**src/rtl/ccpu_pkg.sv**
```systemverilog
package ccpu_pkg;
   // Register byte addresses on the AXI4-Lite slave; each register takes one aligned word.
   localparam logic [5:0] ADDR_INTCTL  = 6'h00;
   localparam logic [5:0] ADDR_T8CTL   = 6'h04;
   localparam logic [5:0] ADDR_PIE     = 6'h08;
   localparam logic [5:0] ADDR_PIR     = 6'h0C;
   localparam logic [5:0] ADDR_UCTL    = 6'h10;
   localparam logic [5:0] ADDR_CAPLO   = 6'h14;
   localparam logic [5:0] ADDR_CAPHI   = 6'h18;
   localparam logic [5:0] ADDR_CMPLO   = 6'h1C;
   localparam logic [5:0] ADDR_CMPHI   = 6'h20;
   localparam logic [5:0] ADDR_T8PER   = 6'h24;
   localparam logic [5:0] ADDR_T8CNT   = 6'h28;

   // Field positions.
   localparam int GIE_BIT    = 7;
   localparam int PERIPHERAL_IRQ_ENABLE_BIT_BIT   = 6;
   localparam int UNIT_BIT   = 2;
   localparam int T8_BIT     = 1;
   localparam int T8ON_BIT   = 2;

   localparam logic [1:0] RESP_OKAY   = 2'h0;
   localparam logic [1:0] RESP_SLVERR = 2'h2;

   localparam logic [3:0] MODE_OFF     = 4'h0;
   localparam logic [3:0] MODE_TOGGLE  = 4'h2;
   localparam logic [3:0] MODE_CAP_FALL = 4'h4;
   localparam logic [3:0] MODE_CAP_RISE = 4'h5;
   localparam logic [3:0] MODE_CAP_4    = 4'h6;
   localparam logic [3:0] MODE_CAP_16   = 4'h7;
   localparam logic [3:0] MODE_SET     = 4'h8;
   localparam logic [3:0] MODE_CLR     = 4'h9;
   localparam logic [3:0] MODE_SWI     = 4'hA;
   localparam logic [3:0] MODE_SPECIAL = 4'hB;

   localparam logic [3:0] CAP_DIV4_LAST  = 4'h3;
   localparam logic [3:0] CAP_DIV16_LAST = 4'hF;
   localparam logic [3:0] PRE_DIV1_LAST  = 4'h0;
   localparam logic [3:0] PRE_DIV4_LAST  = 4'h3;
   localparam logic [3:0] PRE_DIV16_LAST = 4'hF;
   localparam logic [7:0] T8PER_RESET    = 8'hFF;
endpackage

```
**src/rtl/ccpu_timer8.sv**
```systemverilog
`timescale 1ns/1ns
// 8-bit PWM time base with prescaler, period match and postscaler.
module ccpu_timer8
   import ccpu_pkg::*;
(
   input  wire logic       aclk,
   input  wire logic       aresetn,
   input  wire logic       timer8_on,
   input  wire logic [1:0] timer8_prescale_sel,
   input  wire logic [3:0] timer8_postscale_sel,
   input  wire logic [7:0] period,
   output logic [7:0]      count,
   output logic [1:0]      prescale_phase,
   output logic            period_match,
   output logic            post_event
);
   logic [3:0] pre_r;
   logic [3:0] post_r;
   logic [3:0] pre_last;
   logic       tick;

   always_comb begin
      unique case (timer8_prescale_sel)
         2'b00:   pre_last = PRE_DIV1_LAST;
         2'b01:   pre_last = PRE_DIV4_LAST;
         default: pre_last = PRE_DIV16_LAST;
      endcase
   end

   assign tick           = timer8_on && (pre_r >= pre_last);
   assign period_match   = tick && (count == period);
   assign post_event     = period_match && (post_r == timer8_postscale_sel);
   assign prescale_phase = pre_r[1:0];

   always_ff @(posedge aclk) begin
      if (!aresetn) begin
         pre_r <= 4'h0;
      end else if (timer8_on) begin
         pre_r <= tick ? 4'h0 : pre_r + 4'h1;
      end
   end

   always_ff @(posedge aclk) begin
      if (!aresetn) begin
         count <= 8'h00;
      end else if (tick) begin
         count <= period_match ? 8'h00 : count + 8'h01;
      end
   end

   always_ff @(posedge aclk) begin
      if (!aresetn) begin
         post_r <= 4'h0;
      end else if (period_match) begin
         post_r <= (post_r == timer8_postscale_sel) ? 4'h0 : post_r + 4'h1;
      end
   end
endmodule // ccpu_timer8

```
**src/rtl/ccpu_unit.sv**
```systemverilog
`timescale 1ns/1ns
// How it works
// - Mode zero drives the pin low and clears the capture edge count and latched duty.
// - Capture on falling, rising, every fourth or sixteenth rising pin edge.
// - Toggle mode inverts the pin on compare match and sets the flag.
// - Set mode drives the pin high on match and sets the flag.
// - Clear mode drives the pin low on match and sets the flag.
// - Software interrupt mode only sets the flag on match.
// - Special trigger sets flag, resets the timer, starts conversion if enabled.
// - Modes 11xx run PWM with a ten-bit duty from capture low register and low bits.
// - Duty low bits are stored but unused in capture and compare.
// - Each capture copies the full sixteen-bit timer into the capture pair.
// - Capture sets the flag; only software clears it.
// - A newer capture overwrites an unread older value.
// - Global enable gates every interrupt request.
// - Peripheral enable gates all peripheral interrupt requests.
// - Flags set on their condition regardless of enables.
// - Capture edge prescale counter clears when off, not capturing, or reset.
module ccpu_unit
   import ccpu_pkg::*;
(
   input  wire logic        aclk,
   input  wire logic        aresetn,
   input  wire logic [5:0]  s_axi_awaddr,
   input  wire logic        s_axi_awvalid,
   output logic             s_axi_awready,
   input  wire logic [31:0] s_axi_wdata,
   input  wire logic [3:0]  s_axi_wstrb,
   input  wire logic        s_axi_wvalid,
   output logic             s_axi_wready,
   output logic [1:0]       s_axi_bresp,
   output logic             s_axi_bvalid,
   input  wire logic        s_axi_bready,
   input  wire logic [5:0]  s_axi_araddr,
   input  wire logic        s_axi_arvalid,
   output logic             s_axi_arready,
   output logic [31:0]      s_axi_rdata,
   output logic [1:0]       s_axi_rresp,
   output logic             s_axi_rvalid,
   input  wire logic        s_axi_rready,
   input  wire logic [15:0] capture_timer16,
   output logic             timer16_reset,
   input  wire logic        adc_enabled,
   output logic             adc_start,
   input  wire logic        unit_pin_in,
   output logic             unit_pin_out,
   output logic             irq
);
   logic [7:0]  intctl_r, t8ctl_r, pie_r, pir_r, uctl_r;
   logic [7:0]  caplo_r, caphi_r, cmplo_r, cmphi_r, t8per_r;
   logic [7:0]  t8_count;
   logic [1:0]  t8_phase;
   logic        t8_match, t8_post;
   logic [5:0]  awaddr_r;
   logic [31:0] wdata_r;
   logic        aw_have_r, w_have_r;
   logic        wr_fire;
   logic        pin_s1_r, pin_s2_r, pin_prev_r;
   logic        rise, fall, cap_edge, cap_event, cmp_match;
   logic [3:0]  cap_cnt_r;
   logic [3:0]  mode;
   logic        is_capture, is_compare, is_pwm;
   logic [9:0]  duty, pwm_cnt;
   logic [9:0]  duty_latch_r;
   logic        unit_set;
   logic [7:0]  pir_wr;

   assign mode       = uctl_r[3:0];
   assign is_capture = (mode[3:2] == 2'b01);
   assign is_pwm     = (mode[3:2] == 2'b11);
   assign is_compare = (mode == MODE_TOGGLE) || (mode[3:2] == 2'b10);

   // Write channel: address and data are taken in either order, response follows both.
   assign s_axi_awready = !aw_have_r && !s_axi_bvalid;
   assign s_axi_wready  = !w_have_r && !s_axi_bvalid;
   assign wr_fire       = aw_have_r && w_have_r && !s_axi_bvalid;

   always_ff @(posedge aclk) begin
      if (!aresetn) begin
         aw_have_r <= 1'b0;
         w_have_r  <= 1'b0;
         awaddr_r  <= 6'h00;
         wdata_r   <= 32'h0000_0000;
      end else begin
         if (s_axi_awvalid && s_axi_awready) begin
            aw_have_r <= 1'b1;
            awaddr_r  <= s_axi_awaddr;
         end else if (wr_fire) begin
            aw_have_r <= 1'b0;
         end
         if (s_axi_wvalid && s_axi_wready) begin
            w_have_r <= 1'b1;
            wdata_r  <= s_axi_wstrb[0] ? s_axi_wdata : 32'h0000_0000;
         end else if (wr_fire) begin
            w_have_r <= 1'b0;
         end
      end
   end

   // Only byte lane 0 carries register data; a write with lane 0 off stores nothing.
   logic wr_en0_r;
   always_ff @(posedge aclk) begin
      if (!aresetn) begin
         wr_en0_r <= 1'b0;
      end else if (s_axi_wvalid && s_axi_wready) begin
         wr_en0_r <= s_axi_wstrb[0];
      end
   end

   logic wr_map;
   always_comb begin
      unique case (awaddr_r)
         ADDR_INTCTL, ADDR_T8CTL, ADDR_PIE, ADDR_PIR, ADDR_UCTL, ADDR_CAPLO,
         ADDR_CAPHI, ADDR_CMPLO, ADDR_CMPHI, ADDR_T8PER, ADDR_T8CNT: wr_map = 1'b1;
         default: wr_map = 1'b0;
      endcase
   end

   always_ff @(posedge aclk) begin
      if (!aresetn) begin
         s_axi_bvalid <= 1'b0;
         s_axi_bresp  <= RESP_OKAY;
      end else if (wr_fire) begin
         s_axi_bvalid <= 1'b1;
         s_axi_bresp  <= wr_map ? RESP_OKAY : RESP_SLVERR;
      end else if (s_axi_bready) begin
         s_axi_bvalid <= 1'b0;
      end
   end

   logic wr_go;
   assign wr_go = wr_fire && wr_en0_r;

   always_ff @(posedge aclk) begin
      if (!aresetn) begin
         intctl_r <= 8'h00;
         t8ctl_r  <= 8'h00;
         pie_r    <= 8'h00;
         uctl_r   <= 8'h00;
         cmplo_r  <= 8'h00;
         cmphi_r  <= 8'h00;
         t8per_r  <= T8PER_RESET;
      end else if (wr_go) begin
         if (awaddr_r == ADDR_INTCTL) intctl_r <= wdata_r[7:0];
         if (awaddr_r == ADDR_T8CTL)  t8ctl_r  <= {1'b0, wdata_r[6:0]};
         if (awaddr_r == ADDR_PIE)    pie_r    <= wdata_r[7:0];
         if (awaddr_r == ADDR_UCTL)   uctl_r   <= {2'b00, wdata_r[5:0]};
         if (awaddr_r == ADDR_CMPLO)  cmplo_r  <= wdata_r[7:0];
         if (awaddr_r == ADDR_CMPHI)  cmphi_r  <= wdata_r[7:0];
         if (awaddr_r == ADDR_T8PER)  t8per_r  <= wdata_r[7:0];
      end
   end

   // Read channel.
   assign s_axi_arready = !s_axi_rvalid;
   always_ff @(posedge aclk) begin
      if (!aresetn) begin
         s_axi_rvalid <= 1'b0;
         s_axi_rdata  <= 32'h0000_0000;
         s_axi_rresp  <= RESP_OKAY;
      end else if (s_axi_arvalid && s_axi_arready) begin
         s_axi_rvalid <= 1'b1;
         s_axi_rresp  <= RESP_OKAY;
         unique case (s_axi_araddr)
            ADDR_INTCTL: s_axi_rdata <= {24'h00_0000, intctl_r};
            ADDR_T8CTL:  s_axi_rdata <= {24'h00_0000, t8ctl_r};
            ADDR_PIE:    s_axi_rdata <= {24'h00_0000, pie_r};
            ADDR_PIR:    s_axi_rdata <= {24'h00_0000, pir_r};
            ADDR_UCTL:   s_axi_rdata <= {24'h00_0000, uctl_r};
            ADDR_CAPLO:  s_axi_rdata <= {24'h00_0000, caplo_r};
            ADDR_CAPHI:  s_axi_rdata <= {24'h00_0000, caphi_r};
            ADDR_CMPLO:  s_axi_rdata <= {24'h00_0000, cmplo_r};
            ADDR_CMPHI:  s_axi_rdata <= {24'h00_0000, cmphi_r};
            ADDR_T8PER:  s_axi_rdata <= {24'h00_0000, t8per_r};
            ADDR_T8CNT:  s_axi_rdata <= {24'h00_0000, t8_count};
            default: begin
               s_axi_rdata <= 32'h0000_0000;
               s_axi_rresp <= RESP_SLVERR;
            end
         endcase
      end else if (s_axi_rready) begin
         s_axi_rvalid <= 1'b0;
      end
   end

   // Pin synchroniser; only the second stage and its delayed copy feed edge logic.
   always_ff @(posedge aclk) begin
      if (!aresetn) begin
         pin_s1_r   <= 1'b0;
         pin_s2_r   <= 1'b0;
         pin_prev_r <= 1'b0;
      end else begin
         pin_s1_r   <= unit_pin_in;
         pin_s2_r   <= pin_s1_r;
         pin_prev_r <= pin_s2_r;
      end
   end
   assign rise = pin_s2_r && !pin_prev_r;
   assign fall = !pin_s2_r && pin_prev_r;

   assign cap_edge = (mode == MODE_CAP_FALL) ? fall : (is_capture && rise);
   always_ff @(posedge aclk) begin
      if (!aresetn || !is_capture) begin
         cap_cnt_r <= 4'h0;
      end else if (cap_edge) begin
         cap_cnt_r <= cap_cnt_r + 4'h1;
      end
   end
   always_comb begin
      unique case (mode)
         MODE_CAP_FALL, MODE_CAP_RISE: cap_event = cap_edge;
         MODE_CAP_4:  cap_event = cap_edge && (cap_cnt_r[1:0] == CAP_DIV4_LAST[1:0]);
         MODE_CAP_16: cap_event = cap_edge && (cap_cnt_r == CAP_DIV16_LAST);
         default:     cap_event = 1'b0;
      endcase
   end

   // Capture pair; the low byte doubles as the PWM duty high byte.
   always_ff @(posedge aclk) begin
      if (!aresetn) begin
         caplo_r <= 8'h00;
         caphi_r <= 8'h00;
      end else if (cap_event) begin
         caplo_r <= capture_timer16[7:0];
         caphi_r <= capture_timer16[15:8];
      end else if (wr_go && awaddr_r == ADDR_CAPLO) begin
         caplo_r <= wdata_r[7:0];
      end else if (wr_go && awaddr_r == ADDR_CAPHI) begin
         caphi_r <= wdata_r[7:0];
      end
   end

   assign cmp_match = is_compare && (capture_timer16 == {cmphi_r, cmplo_r});
   assign unit_set  = cap_event || cmp_match;

   // Flags: a hardware set wins over a software clear in the same cycle.
   assign pir_wr = (wr_go && awaddr_r == ADDR_PIR) ? wdata_r[7:0] : pir_r;
   always_ff @(posedge aclk) begin
      if (!aresetn) begin
         pir_r <= 8'h00;
      end else begin
         pir_r              <= pir_wr;
         pir_r[UNIT_BIT]    <= pir_wr[UNIT_BIT] | unit_set;
         pir_r[T8_BIT]      <= pir_wr[T8_BIT] | t8_post;
      end
   end

   assign irq = intctl_r[GIE_BIT] && intctl_r[PERIPHERAL_IRQ_ENABLE_BIT_BIT] && |(pir_r & pie_r);

   assign timer16_reset = cmp_match && (mode == MODE_SPECIAL);
   assign adc_start     = timer16_reset && adc_enabled;

   // PWM: ten-bit counter is the 8-bit timer plus two prescaler bits; duty latched per period.
   assign duty    = {caplo_r, uctl_r[5:4]};
   assign pwm_cnt = {t8_count, t8_phase};
   always_ff @(posedge aclk) begin
      if (!aresetn || !is_pwm) begin
         duty_latch_r <= 10'h000;
      end else if (t8_match) begin
         duty_latch_r <= duty;
      end
   end

   always_ff @(posedge aclk) begin
      if (!aresetn || mode == MODE_OFF) begin
         unit_pin_out <= 1'b0;
      end else if (is_pwm) begin
         unit_pin_out <= (pwm_cnt < duty_latch_r);
      end else if (cmp_match) begin
         unique case (mode)
            MODE_TOGGLE: unit_pin_out <= !unit_pin_out;
            MODE_SET:    unit_pin_out <= 1'b1;
            MODE_CLR:    unit_pin_out <= 1'b0;
            default:     unit_pin_out <= unit_pin_out;
         endcase
      end
   end

   ccpu_timer8 u_timer8 (
      .aclk                 (aclk),
      .aresetn              (aresetn),
      .timer8_on            (t8ctl_r[T8ON_BIT]),
      .timer8_prescale_sel  (t8ctl_r[1:0]),
      .timer8_postscale_sel (t8ctl_r[6:3]),
      .period               (t8per_r),
      .count                (t8_count),
      .prescale_phase       (t8_phase),
      .period_match         (t8_match),
      .post_event           (t8_post)
   );
endmodule // ccpu_unit

```
**config.mk**
```make
export PLATFORM = sky130hd
export DESIGN_NAME = ccpu_unit
export DESIGN_NICKNAME = d
export VERILOG_FILES = /design/src/rtl/ccpu_pkg.sv /design/src/rtl/ccpu_timer8.sv /design/src/rtl/ccpu_unit.sv
export SDC_FILE = /design/constraint.sdc
export NUM_CORES = 1
export LEC_CHECK = 0
export BUFFER_PORTS_ARGS = -buffer_cell sky130_fd_sc_hd__clkbuf_2
export CORE_ASPECT_RATIO = 0.75
export CORE_MARGIN = 2
export CORE_UTILIZATION = 45
export DETAILED_ROUTE_END_ITERATION = 7
export PLACE_DENSITY = 0.68
export SYNTH_ARGS = -nofsm -noshare
export SYNTH_HDL_FRONTEND = slang
export SYNTH_SLANG_ARGS = --single-unit
export TNS_END_PERCENT = 30
```
**constraint.sdc**
```tcl
create_clock -name aclk -period 2.2 [get_ports aclk]
set_input_delay 0.44 -clock aclk [delete_from_list [all_inputs] [get_ports aclk]]
set_output_delay 0.44 -clock aclk [all_outputs]
set_load 0.05 [all_outputs]
```
# Yosys cells after proc, flatten, opt, wreduce, memory -nomap -nowiden
# Index checks and enable logic that the tools add are counted.
[op_classes]
eq_ne = 38
mux = 27
bitwise = 3
n_addsub = 4
magnitude_cmp = 2
n_reduce_logical = 64
[ops]
columns = ["op", "count"]
rows = [
  ["$pmux W8 S11", 1],
  ["$mux W8", 7],
  ["$eq A6 B5 Y1 const B", 8],
  ["$eq A6 B6 Y1 const B", 6],
  ["$eq A6 B4 Y1 const B", 4],
  ["$logic_and A1 B1 Y1", 24],
  ["$reduce_or A11 Y1", 2],
  ["$reduce_and A2 Y1", 9],
  ["$eq A16 B16 Y1", 1],
  ["$eq A4 B3 Y1 const B", 4],
  ["$eq A4 B4 Y1 const B", 4],
  ["$reduce_bool A2 Y1", 7],
  ["$add A4 B1 Y4 const B", 3],
  ["$eq A6 B3 Y1 const B", 2],
  ["$logic_not A6 Y1", 2],
  ["$mux W1", 11],
  ["$logic_not A1 Y1", 10],
  ["$lt A10 B10 Y1", 1],
  ["$add A8 B1 Y8 const B", 1],
  ["$and A8 B8 Y8", 1],
  ["$eq A8 B8 Y1", 1],
  ["$mux W4", 2],
  ["$pmux W4 S2", 1],
  ["$reduce_or A8 Y1", 1],
  ["other kinds (15)", 25],
]
[word_totals]
register_bits = 166
input_bits = 73
out_inout_bits = 45
elab_cells = 168

# Longest topological paths before layout
[logic_depth]
depth_word = 8
depth_mapped = 9
mapped_depth_nobuf = 8

# Hierarchy
# A second synthesis with hierarchy kept.
[unflattened]
hier_cells = 807
hier_area_um2 = 7502.2
[modules_own_cells]
columns = ["module", "n_inst", "cells_each", "area_each_um2", "seq_area_each_um2"]
rows = [
  ["ccpu_unit", 1, 685, 6424.9, 2482.4],
  ["ccpu_timer8", 1, 122, 1077.3, 320.3],
]

# Least setup slack after synthesis
# OpenSTA, ideal clock, no wires.
[synth_timing]
path_kind = "reg2out"
from = "reg uctl_r[3]"
to = "out adc_start"
path_buffers = 1
setup_slack_ps = -411
required_time_ps = 1760
path_stages_with_launch = 6
arrival_time_ps = 2171
path_cell_list = "dfxtp_1 > buf_1 > o2111ai_1 > nor3_1 > nand2_1 > nor3_1"
[synth_between]
elab_chain_cells = 5
elab_cells_between_ends = 7
classes_between = "eq/ne (3); reduce/logical (4)"
[synth_lines]
columns = ["item", "line", "rtl"]
rows = [
  ["start, declared", "ccpu_unit.sv:49", "logic [7:0] intctl_r, t8ctl_r, pie_r, pir_r, uctl_r;"],
  ["start signal, assigned", "ccpu_unit.sv:147", "if (awaddr_r == ADDR_UCTL) uctl_r <= {2'b00, wdata_r[5:0]};"],
  ["$eq A4 B2 Y1 / $eq A2 B2 Y1 (equally long branches)", "ccpu_unit.sv:71", "assign is_compare = (mode == MODE_TOGGLE) || (mode[3:2] == 2'b10);"],
  ["$logic_or A1 B1 Y1", "ccpu_unit.sv:71", ""],
  ["$logic_and A1 B1 Y1", "ccpu_unit.sv:233", "assign cmp_match = is_compare && (capture_timer16 == {cmphi_r, cmplo_r});"],
  ["$logic_and A1 B1 Y1 *", "ccpu_unit.sv:250", "assign timer16_reset = cmp_match && (mode == MODE_SPECIAL);"],
  ["$logic_and A1 B1 Y1 *", "ccpu_unit.sv:251", "assign adc_start = timer16_reset && adc_enabled;"],
  ["end, declared", "ccpu_unit.sv:44", "output logic adc_start,"],
]
# Mark *: on every way between the ends. The rest lies on a longest branch, timed or not.

# Worst setup path after layout
[layout_timing]
from = "reg cmphi_r[2]"
to = "out adc_start"
[layout_between]
elab_chain_cells = 4
[layout_lines]
columns = ["item", "line", "rtl"]
rows = [
  ["start, declared", "ccpu_unit.sv:50", "logic [7:0] caplo_r, caphi_r, cmplo_r, cmphi_r, t8per_r;"],
  ["start signal, assigned", "ccpu_unit.sv:149", "if (awaddr_r == ADDR_CMPHI) cmphi_r <= wdata_r[7:0];"],
  ["$eq A16 B16 Y1", "ccpu_unit.sv:233", ""],
  ["$logic_and A1 B1 Y1", "ccpu_unit.sv:233", ""],
  ["$logic_and A1 B1 Y1", "ccpu_unit.sv:250", ""],
  ["$logic_and A1 B1 Y1", "ccpu_unit.sv:251", ""],
]
# Every way passes these cells.

==> impl_results.md <==
* Outcome: complete, but fails checks
* Violated checks: setup timing
* Prevailing post-synth register cell: dfxtp_1
* Detailed Place HPWL at 13.32 mm
* IO Pins at 118
* RSZ-0062 raised after global routing: yes
* Final Setup Violations at 2
* Setup ws final at -0.07537 ns
* Finished Core Util at 0.5448
* Hold Violations, Final at 0
* Most frequent cells in the layout: dfxtp_1 (128), mux2i_1 (110), nor2_1 (109)
* CTS Buf Count at 17
* Worst reg2reg path startpoint: t8ctl_r[0]
* Flop2flop setup slack at roughly 0.12 ns
* Met2 usage at 0.3106
* Worst-path cell with the longest stage delay: dfxtp_4
* Final Skew at 0.01151 ns
* First DRT Iteration DRCs at 433
* Drt pass-1 iters at 5
* Grt total ovfl at 0
* DRC viols at 0
* Pwr Density at roughly 700 nW/um^2
* First-pass GRT wire length at slightly below 30 mm
* Worst-Skew Late Latency at ~0.42 ns
* Crit path kind: register to output pin
* Busiest grt layer: met1
* Synth Area per Inst at 9.300 um^2
* Count of pins over their slew limit at 0
* Gr usage total at 0.2258
* Peak VDD IR at 0.4897 mV
* Crit path DAT at 1.84 ns
* Startpoint types: register
* Worst Path Max Fanout at 3
* Synth Instances at 783
* Die Ht at between 100 and 150 um
* Final period utilization at 1.034
* EDFF count, synth at 0
* Final min period at between 2 and 2.5 ns
* RePlAce Congestion at around 0.86
* Die width at ~150 um
* Fillers at between 1000 and 1500
* H-Tree Depth at 4
* Reg-to-reg critical path endpoint: u_timer8.post_r[3]
* Leakage power at between 3 and 4 nW
* Antenna-violating nets left at 0
* Register area share after synthesis at 0.3849
* Post-synthesis sequential element count at 140
* Clk slew on worst S/H paths at ~0.060 ns
* Layout Nets at approximately 950
* Max cap viols at 0
* Post-Syn Area at about 7300 um^2
* R2r worst-path depth at 8
* Slew HR at 0.5350
* Hold path start: s_axi_rready
* Clk sinks at 140
* Tightest Pin Transition at approximately 0.7 ns
* WP data required at 1.76 ns
* Area grow syn2layout at 19.07%
* Met3 Resource Use GR at 0.06016
* Worst hold path depth at 2
* Die area at between 15000 and 20000 um^2
* Share of layout cells above drive strength 1 at 0.2215
* CP Cell Sequence: xnor2_2, nand4_1, nor3_2, nand2_2, nor3_4, buf_12
* CTS tree: built
* CP endpoint kind: output pin
* Vias per cell at roughly 5.4
* Slowest Stage Delay on Critical Path at between 0.3 and 0.4 ns
* Root buffer cell: clkbuf_16
* Synth cell types at a little over 60
* Met1 usage at 0.3396
* Hold Path Class: input pin to register
* Leading cell type in the layout, fill and taps excluded: dfxtp_1
* Maximum clock rate at 439.5 MHz
* Clock Path Buffers at 2
* Post-route setup TNS at -0.1107 ns
* Worst Hold Path EP: s_axi_rvalid
* I/O Buffers at between 60 and 70
* Initial antenna violation count at 1
* Core Region at ~16000 um^2
* Average wire per standard cell at about 17 um
* Vias in the first global route at approximately 5400
* Total Wirelength at 18.63 mm
* Cell Rows at 40
* Yosys warns at 0
* Asr flop ratio synth at 0
* Pin count of the biggest net entering global routing at 53
* Number of diodes at 0
* Initial Util at 0.4575
* Vias at 5899
-- Yosys cell counts (7+ instances only) --
master / n / area, um^2
nor3b_1: 8 / 60.06
dfxtp_1: 140 / 2803
a211oi_1: 18 / 135.1
o21ai_0: 17 / 85.08
a21oi_1: 24 / 120.1
o2bb2ai_1: 7 / 61.31
nor2_1: 109 / 409.1
clkbuf_1: 29 / 108.9
xnor2_1: 29 / 254.0
mux4_2: 10 / 225.2
a22o_1: 9 / 78.83
and2_1: 8 / 50.05
nand2_1: 51 / 191.4
buf_2: 14 / 70.07
a22oi_1: 8 / 60.06
buf_4: 26 / 195.2
nand3_1: 21 / 105.1
inv_1: 17 / 63.81
nor3_1: 10 / 50.05
ha_1: 17 / 212.7
mux2i_1: 110 / 1101
-- logic make-up (layout without fill, tap and decap cells) --
group / count (synthesis) / count (layout) / synth area share
AO/OA/AOI/OAI: 118 / 118 / 0.1137
XOR/XNOR: 34 / 34 / 0.04089
adder cells (fa/ha/maj): 17 / 17 / 0.02921
buffers and inverters: 93 / 161 / 0.06478
flip-flops: 140 / 140 / 0.3849
multiplexers: 123 / 123 / 0.1868
other: 1 / 26 / 0.0005150
AND/OR/NAND/NOR: 257 / 257 / 0.1792
-- area by class of cell --
cell class	count	area, um^2	area share
flip-flops and latches	140	2823	0.3255
inverters	17	63.81	0.007359
multi-input cells	575	4180	0.4821
well taps	210	262.8	0.03030
repair buffers	112	729.5	0.08413
clock inverters	10	137.6	0.01587
clock buffers	22	474.2	0.05469
-- registers in the layout, summed over array words and instances (netlist names), 6 cells and up --
register,count
cmphi_r,8
caplo_r,8
awaddr_r,6
uctl_r,6
cmplo_r,8
duty_latch_r,10
wdata_r,8
pie_r,8
t8per_r,8
t8ctl_r,7
pir_r,8
u_timer8.count,8
caphi_r,8
s_axi_rdata,8
intctl_r,8
-- worst max-delay path: cells and delay by family, from the launching register on --
family        cells  cell delay (ns)
buf+inv           1             0.16
simple gates      4             0.76
xor+xnor          1             0.14
flops             1             0.37
-- where the power goes --
group	leakage, nW	total (mW)	switching, mW	internal, mW
registers	1.14	2.61	0.0505	2.56
logic	2.12	0.475	0.331	0.145
clock network	0.296	2.99	1.11	1.87
total	3.56	6.07	1.50	4.58
-- per-layer routing --
| metal | part of all wire | vias up |
|---|---|---|
| met5 | 0.00054 | - |
| met4 | 0.020 | 2 |
| met3 | 0.072 | 36 |
| met2 | 0.40 | 184 |
| met1 | 0.51 | 2784 |
| li1 | - | 2893 |
-- worst max path at each step --
stage / cells after the start / from / end
after global placement: 7 / capture_timer16[6] / adc_start
after detailed placement: 7 / capture_timer16[8] / adc_start
after CTS: 6 / cmphi_r[7] / adc_start
after global routing: 6 / cmphi_r[6] / adc_start
final: 6 / cmphi_r[2] / adc_start
after floorplan: 5 / uctl_r[3] / timer16_reset
-- through the flow --
| step | hold slack [ns] | power (mW) | worst slack [ns] | cell area [um^2] | std cells |
|---|---|---|---|---|---|
| finish | 0.2046 | 6.075 | -0.07537 | 8671 | 1086 |
| floorplan | 0.4119 | 3.025 | 0.001085 | 7381 | 808 |
| global placement | 0.4242 | 3.126 | 0.02149 | 7934 | 1051 |
| CTS | 0.1948 | 6.090 | -0.1357 | 8603 | 1086 |
| global route | 0.2062 | 6.253 | -0.1904 | 8671 | 1086 |
| detailed placement | 0.4287 | 3.131 | 0.01094 | 7934 | 1051 |
-- repair_timing --
item | in CTS | in global routing
endpoints found under the hold margin | 0 | 0
hold buffers | 0 | 0
setup endpoints to repair | 2 | 8
pin swaps | 8 | 9
gates cloned | 0 | 0
setup buffers | 3 | 0
gates resized for setup | 12 | 18
Power figures use the tool's default switching activity.
